[src/inc/rsg_pkg.sv]
/*
  Shared constants and carriers for the group run/stop arbiter: register map,
  field layouts, reset values, stop-cause codes and timing figures.
  Assumes a single 100 MHz system clock.
*/
package rsg_pkg;

  // clock and timing figures
  localparam int CLK_PERIOD_NS = 10;
  localparam int MS_IN_NS = 1000000;
  localparam int CYC_PER_MS = MS_IN_NS / CLK_PERIOD_NS;
  localparam int SLOT_MS = 70;
  localparam int TIMEOUT_S = 60;
  localparam int TIMEOUT_MS = TIMEOUT_S * 1000;
  localparam int MAX_PEERS = 32;
  localparam int DISC_MS = SLOT_MS * MAX_PEERS;

  // register offsets (byte addresses)
  localparam logic [7:0] REG_SET_NEW = 8'h00;
  localparam logic [7:0] REG_SET_ACT = 8'h04;
  localparam logic [7:0] REG_CMD = 8'h08;
  localparam logic [7:0] REG_STATE = 8'h0c;
  localparam logic [7:0] REG_IRQ_STAT = 8'h10;
  localparam logic [7:0] REG_IRQ_CLR = 8'h14;
  localparam logic [7:0] REG_IRQ_EN = 8'h18;
  localparam logic [7:0] REG_LINK_ADDR = 8'h1c;

  // field positions
  localparam int F_GROUP_LSB = 0;
  localparam int F_CT_LSB = 8;
  localparam int F_PEND_BIT = 31;
  localparam int F_CMD_RUN = 0;
  localparam int F_CMD_STOP = 1;
  localparam int F_ST_RUN = 0;
  localparam int F_ST_IND_LSB = 4;
  localparam int F_ST_CNT_LSB = 8;
  localparam int IRQ_W = 4;
  localparam int IRQ_RUN = 0;
  localparam int IRQ_STOP = 1;
  localparam int IRQ_DROP = 2;
  localparam int IRQ_REFUSE = 3;

  // setting ranges and codes
  localparam logic [4:0] GROUP_MAX = 5'h10;
  localparam logic [3:0] CT_MIN = 4'h1;
  localparam logic [3:0] CT_MAX = 4'h8;
  localparam logic [3:0] CT_RS_A = 4'h2;
  localparam logic [3:0] CT_RS_B = 4'h3;
  localparam logic [3:0] CT_RS_C = 4'h4;
  localparam logic [3:0] CT_RS_ONLY = 4'h6;

  // reset values
  localparam logic [4:0] RST_GROUP = 5'h00;
  localparam logic [3:0] RST_CT = 4'h1;
  localparam logic [4:0] RST_LINK_ADDR = 5'h00;

  // stop-cause indication codes
  typedef enum logic [2:0] {
    IND_NONE = 3'h0,
    IND_PLAIN = 3'h1,
    IND_KEY = 3'h2,
    IND_CONTACT = 3'h3,
    IND_GROUP = 3'h4
  } rsg_ind_type;

  typedef struct packed {
    logic [4:0] group;
    logic [3:0] ct_assign;
  } rsg_setting_type;

  // one record exchanged per link slot
  typedef struct packed {
    logic [4:0] addr;
    logic [4:0] group;
    logic run_evt;
    logic stop_evt;
    logic contact_stop;
  } rsg_peer_rec_type;

endpackage

[src/rtl/rsg_arbiter.sv]
/*
  Group run/stop arbiter: resolves this controller's run or stop state from
  key, host and contact requests and from peer records on the peer link.
  Assumes peer records arrive already framed and that inputs are synchronous
  to clk_i; registers are reached over a plain strobe port.
*/
// Our own choices: the placing of the registers and the address-and-strobe port.
module rsg_arbiter
  import rsg_pkg::*;
#(
  parameter int CYC_MS = CYC_PER_MS,
  parameter int TMO_MS = TIMEOUT_MS,
  parameter int DISC_WIN_MS = DISC_MS
) (
  // clock and reset
  input wire logic clk_i,
  input wire logic sys_rst_i,
  // register port
  input wire logic [7:0] reg_addr_i,
  input wire logic [31:0] reg_wdata_i,
  input wire logic reg_we_i,
  input wire logic reg_re_i,
  output logic [31:0] reg_rdata_o,
  // front panel and contact
  input wire logic key_run_i,
  input wire logic key_stop_i,
  input wire logic key_activity_i,
  input wire logic contact_input_i,
  // peer link
  input wire logic peer_link_port_ok_i,
  input wire logic rx_valid_i,
  input wire rsg_peer_rec_type rx_rec_i,
  output logic tx_valid_o,
  output rsg_peer_rec_type tx_rec_o,
  // controller outputs
  output logic run_o,
  output rsg_ind_type stop_ind_o,
  output logic temp_rise_start_o,
  output logic irq_o
);

  typedef enum logic {RS_STOP = 1'b0, RS_RUN = 1'b1} rsg_run_type;
  typedef enum logic {SET_IDLE = 1'b0, SET_EDIT = 1'b1} rsg_set_type;

  logic ms_tick;
  logic slot_tick;

  rsg_tick_div #(.CYC_MS(CYC_MS), .MS_SLOT(SLOT_MS)) u_div (
    .clk_i(clk_i),
    .sys_rst_i(sys_rst_i),
    .ms_tick_o(ms_tick),
    .slot_tick_o(slot_tick)
  );

  // true for assignment codes whose contact carries run/stop
  function automatic logic ct_has_rs(input logic [3:0] code);
    ct_has_rs = (code == CT_RS_A) || (code == CT_RS_B) || (code == CT_RS_C) || (code == CT_RS_ONLY);
  endfunction

  function automatic logic [5:0] popcount(input logic [31:0] v);
    logic [5:0] n;
    n = 6'h0;
    for (int i = 0; i < MAX_PEERS; i++) begin
      n = n + {5'h0, v[i]};
    end
    popcount = n;
  endfunction

  // state
  logic contact_s1, contact_s2, contact_d;
  rsg_setting_type cfg_act, cfg_new, next_cfg_act, next_cfg_new;
  rsg_set_type set_st, next_set_st;
  logic [15:0] tmo_cnt, next_tmo_cnt;
  logic [4:0] own_addr, next_own_addr;
  logic cmd_run, next_cmd_run;
  logic [31:0] peer_dstop, next_peer_dstop, known, next_known;
  logic [11:0] disc_cnt, next_disc_cnt;
  logic disc_done, next_disc_done;
  logic ev_run, ev_stop, next_ev_run, next_ev_stop;
  rsg_run_type run_st, next_run_st;
  rsg_ind_type next_ind;
  logic next_temp, next_tx_valid;
  rsg_peer_rec_type next_tx_rec;
  logic [IRQ_W-1:0] irq_stat, irq_en, next_irq_stat, next_irq_en, irq_set;
  logic [31:0] next_rdata;

  // decoded conditions
  logic grouped, ct_rs, loc_dstop, grp_dstop, close_edge, open_edge;
  logic wr_cmd, loc_run_evt, loc_stop_evt, rx_known, rx_ok, commit_ok, refuse_set;
  logic [4:0] new_group;
  logic [3:0] new_ct;

  assign new_group = reg_wdata_i[F_GROUP_LSB +: 5];
  assign new_ct = reg_wdata_i[F_CT_LSB +: 4];
  assign grouped = peer_link_port_ok_i && (cfg_act.group != RST_GROUP);
  assign ct_rs = ct_has_rs(cfg_act.ct_assign);
  assign loc_dstop = ct_rs && !contact_s2;
  assign grp_dstop = grouped && (|peer_dstop);
  assign close_edge = ct_rs && contact_s2 && !contact_d;
  assign open_edge = ct_rs && !contact_s2 && contact_d;
  assign wr_cmd = reg_we_i && (reg_addr_i == REG_CMD);
  assign loc_run_evt = key_run_i || (wr_cmd && reg_wdata_i[F_CMD_RUN]) || close_edge;
  assign loc_stop_evt = key_stop_i || (wr_cmd && reg_wdata_i[F_CMD_STOP]) || open_edge;
  assign rx_known = !disc_done || known[rx_rec_i.addr];
  assign rx_ok = rx_valid_i && rx_known && grouped && (rx_rec_i.group == cfg_act.group) && (rx_rec_i.addr != own_addr);
  // a change of assignment or group is only taken while stopped
  assign commit_ok = reg_we_i && (reg_addr_i == REG_SET_ACT) && (set_st == SET_EDIT) && (run_st == RS_STOP);

  // contact synchroniser; the second stage and its one-cycle delayed copy (for edges) feed the logic
  always_ff @(posedge clk_i) begin
    if (sys_rst_i) begin
      contact_s1 <= 1'b0;
      contact_s2 <= 1'b0;
      contact_d <= 1'b0;
    end else begin
      contact_s1 <= contact_input_i;
      contact_s2 <= contact_s1;
      contact_d <= contact_s2;
    end
  end

  // settings: edit, commit or drop on inactivity
  always_comb begin
    next_cfg_act = cfg_act;
    next_cfg_new = cfg_new;
    next_set_st = set_st;
    next_tmo_cnt = tmo_cnt;
    next_own_addr = own_addr;
    irq_set = '0;
    if (key_activity_i) begin
      next_tmo_cnt = 16'h0;
    end else if (set_st == SET_EDIT && ms_tick) begin
      next_tmo_cnt = tmo_cnt + 16'h1;
      if (tmo_cnt == 16'(TMO_MS - 1)) begin
        next_set_st = SET_IDLE;
        irq_set[IRQ_DROP] = 1'b1;
      end
    end
    if (reg_we_i && reg_addr_i == REG_SET_NEW && new_group <= GROUP_MAX && new_ct >= CT_MIN && new_ct <= CT_MAX) begin
      next_cfg_new = '{group: new_group, ct_assign: new_ct};
      next_set_st = SET_EDIT;
      next_tmo_cnt = 16'h0;
    end else if (commit_ok) begin
      next_cfg_act = cfg_new;
      next_set_st = SET_IDLE;
    end
    if (reg_we_i && reg_addr_i == REG_LINK_ADDR) begin
      next_own_addr = reg_wdata_i[4:0];
    end
  end

  always_ff @(posedge clk_i) begin
    if (sys_rst_i) begin
      cfg_act <= '{group: RST_GROUP, ct_assign: RST_CT};
      cfg_new <= '{group: RST_GROUP, ct_assign: RST_CT};
      set_st <= SET_IDLE;
      tmo_cnt <= 16'h0;
      own_addr <= RST_LINK_ADDR;
    end else begin
      cfg_act <= next_cfg_act;
      cfg_new <= next_cfg_new;
      set_st <= next_set_st;
      tmo_cnt <= next_tmo_cnt;
      own_addr <= next_own_addr;
    end
  end

  // group command, peer contact stops, discovery and outgoing events
  always_comb begin
    next_cmd_run = cmd_run;
    next_peer_dstop = peer_dstop;
    next_known = known;
    next_disc_cnt = disc_cnt;
    next_disc_done = disc_done;
    next_ev_run = ev_run;
    next_ev_stop = ev_stop;
    refuse_set = 1'b0;
    // stop from any source has priority over run in the same cycle
    if (loc_stop_evt || (rx_ok && rx_rec_i.stop_evt)) begin
      next_cmd_run = 1'b0;
    end else if (loc_run_evt || (rx_ok && rx_rec_i.run_evt)) begin
      next_cmd_run = 1'b1;
    end
    if (!disc_done && ms_tick) begin
      next_disc_cnt = disc_cnt + 12'h1;
      next_disc_done = (disc_cnt == 12'(DISC_WIN_MS - 1));
    end
    // only addresses heard during the power-up window count as members
    if (rx_valid_i && !disc_done) begin
      next_known[rx_rec_i.addr] = 1'b1;
    end
    if (rx_ok) begin
      next_peer_dstop[rx_rec_i.addr] = rx_rec_i.contact_stop;
    end else if (rx_valid_i && rx_rec_i.group != cfg_act.group) begin
      next_peer_dstop[rx_rec_i.addr] = 1'b0;
    end
    if (!grouped || commit_ok) begin
      next_peer_dstop = '0;
    end
    if (rx_valid_i && disc_done && !known[rx_rec_i.addr]) begin
      refuse_set = 1'b1;
    end
    // pending events are sent on the next slot; a newer one replaces an older
    if (slot_tick) begin
      next_ev_run = 1'b0;
      next_ev_stop = 1'b0;
    end
    if (loc_stop_evt) begin
      next_ev_stop = 1'b1;
      next_ev_run = 1'b0;
    end else if (loc_run_evt) begin
      next_ev_run = 1'b1;
      next_ev_stop = 1'b0;
    end
  end

  always_ff @(posedge clk_i) begin
    if (sys_rst_i) begin
      cmd_run <= 1'b0;
      peer_dstop <= 32'h0;
      known <= 32'h0;
      disc_cnt <= 12'h0;
      disc_done <= 1'b0;
      ev_run <= 1'b0;
      ev_stop <= 1'b0;
    end else begin
      cmd_run <= next_cmd_run;
      peer_dstop <= next_peer_dstop;
      known <= next_known;
      disc_cnt <= next_disc_cnt;
      disc_done <= next_disc_done;
      ev_run <= next_ev_run;
      ev_stop <= next_ev_stop;
    end
  end

  // resolved state and cause, taken once per link slot
  always_comb begin
    next_run_st = run_st;
    next_ind = stop_ind_o;
    next_temp = 1'b0;
    next_tx_valid = 1'b0;
    next_tx_rec = tx_rec_o;
    if (slot_tick) begin
      if (cmd_run && !loc_dstop && !grp_dstop) begin
        next_run_st = RS_RUN;
        next_ind = IND_NONE;
        next_temp = grouped && (run_st == RS_STOP);
      end else begin
        next_run_st = RS_STOP;
        if (!cmd_run) begin
          next_ind = (ct_rs && contact_s2) ? IND_KEY : IND_PLAIN;
        end else if (loc_dstop) begin
          next_ind = IND_CONTACT;
        end else begin
          next_ind = IND_GROUP;
        end
      end
      if (grouped) begin
        next_tx_valid = 1'b1;
        next_tx_rec = '{addr: own_addr, group: cfg_act.group, run_evt: ev_run, stop_evt: ev_stop,
                        contact_stop: loc_dstop};
      end
    end
  end

  always_ff @(posedge clk_i) begin
    if (sys_rst_i) begin
      run_st <= RS_STOP;
      run_o <= 1'b0;
      stop_ind_o <= IND_PLAIN;
      temp_rise_start_o <= 1'b0;
      tx_valid_o <= 1'b0;
      tx_rec_o <= '0;
    end else begin
      run_st <= next_run_st;
      run_o <= (next_run_st == RS_RUN);
      stop_ind_o <= next_ind;
      temp_rise_start_o <= next_temp;
      tx_valid_o <= next_tx_valid;
      tx_rec_o <= next_tx_rec;
    end
  end

  // interrupt status, enable and register reads; a set beats a clear
  always_comb begin
    next_irq_en = irq_en;
    next_irq_stat = irq_stat;
    next_rdata = 32'h0;
    if (reg_we_i && reg_addr_i == REG_IRQ_CLR) begin
      next_irq_stat = irq_stat & ~reg_wdata_i[IRQ_W-1:0];
    end
    if (reg_we_i && reg_addr_i == REG_IRQ_EN) begin
      next_irq_en = reg_wdata_i[IRQ_W-1:0];
    end
    next_irq_stat[IRQ_RUN] = next_irq_stat[IRQ_RUN] | (next_run_st == RS_RUN && run_st == RS_STOP);
    next_irq_stat[IRQ_STOP] = next_irq_stat[IRQ_STOP] | (next_run_st == RS_STOP && run_st == RS_RUN);
    next_irq_stat[IRQ_DROP] = next_irq_stat[IRQ_DROP] | irq_set[IRQ_DROP];
    next_irq_stat[IRQ_REFUSE] = next_irq_stat[IRQ_REFUSE] | refuse_set;
    if (reg_re_i) begin
      case (reg_addr_i)
        REG_SET_NEW: begin
          next_rdata[F_GROUP_LSB +: 5] = cfg_new.group;
          next_rdata[F_CT_LSB +: 4] = cfg_new.ct_assign;
          next_rdata[F_PEND_BIT] = (set_st == SET_EDIT);
        end
        REG_SET_ACT: begin
          next_rdata[F_GROUP_LSB +: 5] = cfg_act.group;
          next_rdata[F_CT_LSB +: 4] = cfg_act.ct_assign;
        end
        REG_STATE: begin
          next_rdata[F_ST_RUN] = run_o;
          next_rdata[F_ST_IND_LSB +: 3] = stop_ind_o;
          next_rdata[F_ST_CNT_LSB +: 6] = popcount(known);
        end
        REG_IRQ_STAT: next_rdata[IRQ_W-1:0] = irq_stat;
        REG_IRQ_EN: next_rdata[IRQ_W-1:0] = irq_en;
        REG_LINK_ADDR: next_rdata[4:0] = own_addr;
        default: next_rdata = 32'h0;
      endcase
    end
  end

  always_ff @(posedge clk_i) begin
    if (sys_rst_i) begin
      irq_stat <= '0;
      irq_en <= '0;
      irq_o <= 1'b0;
      reg_rdata_o <= 32'h0;
    end else begin
      irq_stat <= next_irq_stat;
      irq_en <= next_irq_en;
      irq_o <= |(next_irq_stat & next_irq_en);
      reg_rdata_o <= next_rdata;
    end
  end
endmodule

[src/rtl/rsg_tick_div.sv]
/*
  Rate divider: one-cycle enables for each millisecond and each link slot.
  Assumes one system clock and a synchronous active-high reset.
*/
module rsg_tick_div
  import rsg_pkg::*;
#(
  parameter int CYC_MS = CYC_PER_MS,
  parameter int MS_SLOT = SLOT_MS
) (
  // clock and reset
  input wire logic clk_i,
  input wire logic sys_rst_i,
  // enables
  output logic ms_tick_o,
  output logic slot_tick_o
);

  logic [31:0] cyc_cnt;
  logic [31:0] next_cyc_cnt;
  logic [15:0] ms_cnt;
  logic [15:0] next_ms_cnt;
  logic next_ms_tick;
  logic next_slot_tick;

  // cycle and millisecond counters wrap on their own end values
  always_comb begin
    next_ms_tick = 1'b0;
    next_slot_tick = 1'b0;
    next_cyc_cnt = cyc_cnt + 32'h1;
    next_ms_cnt = ms_cnt;
    if (cyc_cnt == 32'(CYC_MS - 1)) begin
      next_cyc_cnt = 32'h0;
      next_ms_tick = 1'b1;
      next_ms_cnt = ms_cnt + 16'h1;
      if (ms_cnt == 16'(MS_SLOT - 1)) begin
        next_ms_cnt = 16'h0;
        next_slot_tick = 1'b1;
      end
    end
  end

  always_ff @(posedge clk_i) begin
    if (sys_rst_i) begin
      cyc_cnt <= 32'h0;
      ms_cnt <= 16'h0;
      ms_tick_o <= 1'b0;
      slot_tick_o <= 1'b0;
    end else begin
      cyc_cnt <= next_cyc_cnt;
      ms_cnt <= next_ms_cnt;
      ms_tick_o <= next_ms_tick;
      slot_tick_o <= next_slot_tick;
    end
  end

endmodule
[config.mk]
export PLATFORM = sky130hd
export DESIGN_NAME = rsg_arbiter
export DESIGN_NICKNAME = d
export VERILOG_FILES = /design/src/inc/rsg_pkg.sv /design/src/rtl/rsg_arbiter.sv /design/src/rtl/rsg_tick_div.sv
export SDC_FILE = /design/constraint.sdc
export NUM_CORES = 1
export LEC_CHECK = 0
export BUFFER_PORTS_ARGS = -buffer_cell sky130_fd_sc_hd__buf_2
export CAP_MARGIN = 20
export CORE_MARGIN = 2
export CORE_UTILIZATION = 30
export DETAILED_ROUTE_END_ITERATION = 7
export PLACE_DENSITY = 0.54
export SYNTH_ARGS = -nofsm -noshare
export SYNTH_HDL_FRONTEND = slang
export SYNTH_HIERARCHICAL = 1
export SYNTH_SLANG_ARGS = --single-unit
[constraint.sdc]
create_clock -name clk_i -period 6 [get_ports clk_i]
set_input_delay 0.6 -clock clk_i [delete_from_list [all_inputs] [get_ports clk_i]]
set_output_delay 0.6 -clock clk_i [all_outputs]
set_load 0.05 [all_outputs]
* Word level (Yosys, flattened, before mapping)
Index checks and enable logic that the tools add are counted.
Cells by class: bitwise logic cells 19, $lt $le $gt $ge 5, add/sub/neg operators 35, muxes and demuxes 36, eq/ne operators 19, reductions and logical operators 78
Operator list (number):
- 6-bit by 1-bit adder with 6-bit output | 26
- 32-bit two-way mux | 2
- 1-bit logical AND | 37
- 16-bit by 1-bit adder with 16-bit output, second input constant | 2
- 32-bit by 1-bit adder with 32-bit output, second input constant | 1
- 32-bit AND | 1
- 32-bit bitwise mux | 1
- 32-bit by 17-bit == test with 1-bit output, second input constant | 1
- 8-bit by 5-bit == test with 1-bit output, second input constant | 4
- 32-bit NOT | 1
- 32-bit OR | 1
- 32-bit OR reduction | 1
- 1-bit two-way mux | 20
- 16-bit == test, second input constant | 1
- 16-bit by 7-bit == test with 1-bit output, second input constant | 1
- 8-bit by 4-bit == test with 1-bit output, second input constant | 2
- 16-bit two-way mux | 1
- 3-bit one-hot mux with 5 select lines | 1
- 2-bit OR reduction | 7
- 12-bit by 1-bit adder with 12-bit output, second input constant | 1
- 12-bit == test, second input constant | 1
- 4-bit one-hot mux with 3 select lines | 1
- 3-bit OR reduction | 4
- 1-bit logical OR | 11
- other kinds (35) | 63
Storage, ports and cells: input port bits 63, output and inout bits 52, word-level logic and storage cells 229, bits in registers 233

* Logic depth before layout (Yosys ltp)
depth after elaboration 32, depth in mapped cells 16, depth with buffers taken out 16

* Cells and area by module
The synthesis kept the hierarchy.
Modules (own cells, without submodules):
- rsg_arbiter | instances 1, seq. area each 3303.2 um^2, area each 8105.3 um^2, cells an instance 921
- rsg_tick_div | instances 1, seq. area each 1001.0 um^2, area each 2372.3 um^2, cells an instance 281

* Worst setup path after synthesis
Ideal clock, no wire load.
path kind flip-flop to flip-flop, from register known[0], to register reg_rdata_o[11], path slack 1.404 ns, buffers on the path 0, clock period less this slack 4.596 ns, cell stages (with the launch flop) 17, required time 5.872 ns, arrival time 4.469 ns, cell sequence dfxtp_1 -> inv_1 -> fa_1 -> fa_1 -> inv_1 -> fa_1 -> fa_1 -> fa_1 -> inv_1 -> fa_1 -> inv_1 -> ha_1 -> a21o_1 -> a21oi_1 -> xnor2_1 -> a222oi_1 -> nor2_1
On the way: cells in the longest elaborated chain, start to end 32
Ends and longest elaborated chain:
- start: declaration | line rsg_arbiter.sv:76 | logic [31:0] peer_dstop, next_peer_dstop, known, next_known;
- start signal: assignment | line rsg_arbiter.sv:229 | known <= next_known;
- 1-bit by 1-bit adder with 2-bit output | line rsg_arbiter.sv:64 | n = n + {5'h0, v[i]};
- 2-bit by 1-bit adder with 3-bit output | line rsg_arbiter.sv:64
- 3-bit by 1-bit adder with 4-bit output | line rsg_arbiter.sv:64
- 4-bit by 1-bit adder with 5-bit output | line rsg_arbiter.sv:64
- 5-bit by 1-bit adder with 6-bit output | line rsg_arbiter.sv:64
- 6-bit by 1-bit adder with 6-bit output (26 in series) | line rsg_arbiter.sv:64
- 4-bit one-hot mux with 3 select lines | line rsg_arbiter.sv:301 | case (reg_addr_i)
- end signal: assignment | line rsg_arbiter.sv:334 | reg_rdata_o <= next_rdata;
- end: declaration | line rsg_arbiter.sv:23 | output logic [31:0] reg_rdata_o,
Every way passes these cells. A chain may end at the register's enable or synchronous reset.

* Worst setup path after layout
from register known[5], to register reg_rdata_o[11]
On the way: cells in the longest elaborated chain, start to end 28
Ends and longest elaborated chain (line):
- 5-bit by 1-bit adder with 6-bit output | rsg_arbiter.sv:64
- 6-bit by 1-bit adder with 6-bit output (26 in series) | rsg_arbiter.sv:64
- 4-bit one-hot mux with 3 select lines | rsg_arbiter.sv:301
Every way passes these cells.

==> impl_results.rst <==
.. list-table::
   :header-rows: 1

   * - Metric
     - Value
   * - Post-synthesis instance area
     - 10500 um^2
   * - Maximum fanout along the worst path
     - 2
   * - Number of rows in the core area
     - 68
   * - Share of power burned in the clock network
     - 50.0%
   * - Adder and majority cell fraction of the synthesized area
     - under 10%
   * - Synth warn
     - 6
   * - Worst R2R Path Depth
     - 16
   * - Number of optimization iterations in the first detailed-route pass
     - 7
   * - Clk pin slew, worst setup/hold paths
     - 0.06 ns
   * - Dominant combinational cell family by area after synthesis
     - simple AND/OR/NAND/NOR gates
   * - Required time of the worst setup path
     - 6.39 ns
   * - Critical Path Sink Type
     - flop
   * - Async set-reset flop share out of synthesis
     - 0%
   * - Fin. max-slew vios
     - 0
   * - Share of synthesized area occupied by flip-flops and latches
     - 41.1%
   * - Number of vias per cell
     - 5.03
   * - CTS Buf Count
     - 25
   * - Synthesized-area fraction occupied by ao, oa, aoi and oai cells
     - 14.6%
   * - Clock root buffer
     - clkbuf_16
   * - Reg2Reg Capture Point
     - reg_rdata_o[11]
   * - CP Capture Point
     - reg_rdata_o[11]
   * - Number of fill cells in the layout
     - about 3600
   * - DR vias
     - 8658
   * - Vert. Die Dim
     - approximately 190 um
   * - Most common cell after layout, fill and taps aside
     - dfxtp_1
   * - FF+latch count, synth
     - 215
   * - Number of enable flip-flop cells after synthesis
     - 0
   * - Worst supply voltage drop on vdd
     - 0.206 mV
   * - Iteration-0 DRC Markers
     - 635
   * - Worst-skew pair later-pin latency
     - 0.53 ns
   * - Wirelength, routed
     - 27200 um
   * - CTS Hold Bufs
     - 0
   * - Transition at the pin with the smallest max-transition slack
     - 1.06 ns
   * - Largest clock skew in the final design
     - roughly 0.028 ns
   * - Start point of the critical path
     - known[5]
   * - Share of total power consumed by net switching
     - 22.8%
   * - Unrepaired setup endpoints after global routing
     - no
   * - First-pass GRT wire length
     - 44000 um
   * - Number of buffers between clock root and the deepest sink
     - 3
   * - Number of diodes added for antenna fixing
     - 0
   * - Initial standard-cell utilization of the core
     - 30.4%
   * - Detail-routed net length per standard cell
     - 15.8 um
   * - Internal power
     - 2.46 mW
   * - Post-detailed-route count of antenna-violating nets
     - 0
   * - Power share of the sequential group
     - 45.1%
   * - Highest-count cells in the layout ignoring fill and taps
     - dfxtp_1 (215), nor2_1 (168), nand2_1 (95)
   * - Post-cts gate resize count
     - 0
   * - DRC Markers
     - 0
   * - Total congestion overflow
     - 0
   * - Placeable core region
     - ~34000 um^2
   * - Final-report hold violation count
     - 0
   * - Class of the tightest hold or removal check
     - input port to flop
   * - FF-to-FF setup slack
     - 1.16 ns
   * - Launch point of the worst reg-to-reg path
     - known[5]
   * - Status
     - complete, no violations
   * - Routability congestion estimate
     - 0.779
   * - Dominant register cell in the synthesized netlist
     - dfxtp_1
   * - Maximum frequency from static timing analysis
     - 0.206 GHz
   * - Area of combinational cells with multiple inputs
     - about 5600 um^2
   * - Post-synthesis xor/xnor area fraction
     - 5.85%
   * - Count of nets after finishing
     - 1349
   * - IO Pins
     - 115
   * - TritonCTS clock tree
     - yes
   * - # Post-CTS Setup Buffers
     - 0
   * - Sequential cell area
     - ~4300 um^2
   * - Shortest clock period the worst path allows after layout
     - about 4.8 ns
   * - Gr usage total
     - 14.9%
   * - Simple-gate share of the synthesized area
     - between 20% and 30%
   * - Die span in x
     - 191 um
   * - WP data arrival
     - 5.24 ns
   * - Number of antenna violations at the first check in global routing
     - 0
   * - Multiplexer area fraction after synthesis
     - under 10%
   * - Period Utilization, post-route
     - 80.7%
   * - MaxCap Viol Count
     - 0
   * - Proportion of layout cells with a drive suffix above 1
     - 12.2%
   * - Post-layout total power
     - roughly 3.2 mW
   * - Number of distinct library cells after synthesis
     - between 70 and 80
   * - Logic pwr share
     - 4.9%
   * - Count of placed standard cells in the final layout, fillers left out
     - around 1700
   * - Cell count after placement
     - 1677
   * - H-Tree Depth
     - 1
   * - Remaining max-slew budget at the tightest pin
     - between 20 and 30%
   * - Buffers on Ports
     - 73
   * - Total Die Area
     - 36400 um^2
   * - Static leakage
     - around 4.4 nW
   * - Largest net degree at the start of global routing
     - 69
   * - Final total negative setup slack
     - 0 ns
   * - Number of setup violations in the final report
     - 0
   * - Synthesis-to-finish area growth
     - 15.0%
   * - Number of global-route vias before repair
     - just over 8000
   * - Placed wire-length estimate
     - 19000 um
   * - Avg Synthesized Cell Area
     - 8.72 um^2
   * - Clock Sinks
     - approximately 220
   * - Type of origin of the critical path
     - flop
   * - Power density relative to cell area
     - 265 nW/um^2
   * - Sw power
     - approximately 0.73 mW
   * - Gate count of the mapped netlist
     - between 1000 and 1500
   * - Setup Crit Path Kind
     - flop to flop
[layout make-up]
cell class | instances | share of cell area (%)
inverters | 58 | 1.81
flip-flops and latches | 215 | 35.7
well taps | 455 | 4.72
multi-input cells | 868 | 46.7
clock inverters | 9 | 1.06
clock buffers | 35 | 6.17
repair buffers | 82 | 3.78
[how the worst min path moves through the flow]
stage / cells after the start / from / end
2_1_floorplan: 1 / contact_s1 / contact_s2
3_3_place_gp: 1 / contact_s1 / contact_s2
3_5_place_dp: 1 / contact_s1 / contact_s2
4_1_cts: 2 / rx_rec_i[1] / cmd_run
5_1_grt: 2 / rx_rec_i[1] / cmd_run
6_report: 2 / rx_rec_i[1] / cmd_run
[power by group through the flow]
stage	Combinational [mW]	Clock [mW]	Sequential (mW)
6_report	0.157	1.60	1.44
4_1_cts	0.155	1.64	1.44
5_1_grt	0.173	1.71	1.44
3_5_place_dp	0.154	0	1.47
3_3_place_gp	0.154	0	1.47
2_1_floorplan	0.114	0	1.47
[worst max-delay path, cell delays in order (launching register included)]
cell	delay, ns
dfxtp_1	0.33
inv_1	0.07
fa_1	0.57
fa_1	0.44
fa_1	0.40
inv_1	0.08
fa_1	0.44
fa_1	0.55
inv_1	0.06
fa_1	0.55
inv_1	0.07
ha_1	0.29
a21o_1	0.15
a21oi_1	0.22
xnor2_1	0.13
a222oi_1	0.31
nor2_1	0.06
[Yosys cell counts, drive strengths merged, types with 6 or more instances]
cell       n  area share [%]
xor2      37             3.1
mux4       7             1.5
a21oi     74             3.5
xnor2     33             2.8
nor2     168             6.0
a22oi     11            0.79
o31ai     21             1.5
mux2i     17             1.6
nand2     95             3.4
a31oi      8            0.48
or4        7            0.54
nor2b     16            0.96
nand3b     6            0.43
fa        24             4.6
and3      11            0.70
o21ai     32             1.5
and2       6            0.36
and4      13             1.1
nor3      28             1.4
o22ai     18             1.1
inv       58             2.1
clkbuf    45             1.6
or3       11            0.66
o2bb2ai   13             1.1
nand3     60             2.9
a222oi     6            0.57
nand4     19             1.2
dfxtp    215              41
a22o      19             1.6
ha        12             1.4
nor4      22             1.5
buf       33             2.2
[registers in the layout, summed over array words and instances, names as in the netlist, 3 cells and up]
name,cells
irq_stat,4
peer_dstop,32
disc_cnt,12
known,32
own_addr,5
stop_ind_o,3
u_div/ms_cnt,16
irq_en,4
u_div/cyc_cnt,32
reg_rdata_o,14
cfg_new,9
tmo_cnt,16
cfg_act,9
tx_rec_o,13
[cells by family (layout without fill, tap and decap cells)]
kind of cell,after synthesis,in the layout
and+or+nand+nor,487,487
adders and majority gates,36,36
muxes,25,25
DFF,215,215
buffers and inverters,136,184
xor gates and xnor gates,70,70
other,1,18
AOI/OAI and AO/OA,232,232
[metrics by stage]
stage / worst slack, ns / area [um^2] / util (%) / hold WS, ns
after floorplan: 1.40 / 10500 / - / 0.414
after global placement: 1.16 / 11200 / 32.4 / 0.424
after detailed placement: 1.14 / 11200 / 32.4 / 0.420
after CTS: 1.12 / 12000 / 34.9 / 0.283
after global routing: 0.920 / 12000 / 35.0 / 0.281
final: 1.16 / 12000 / 35.0 / 0.303
[routing by layer]
layer  share of wire, %  vias to the layer above  track usage (%)  wire length [um]
li1                   -                     4305                -                 -
met1                 49                     4130             21.2             13300
met2                 45                      186             23.3             12200
met3                4.4                       37             2.32              1190
met4                1.9                        0             3.82               514
met5                  0                        -                0                 0
Note: power is estimated with default switching activity, not from simulation.
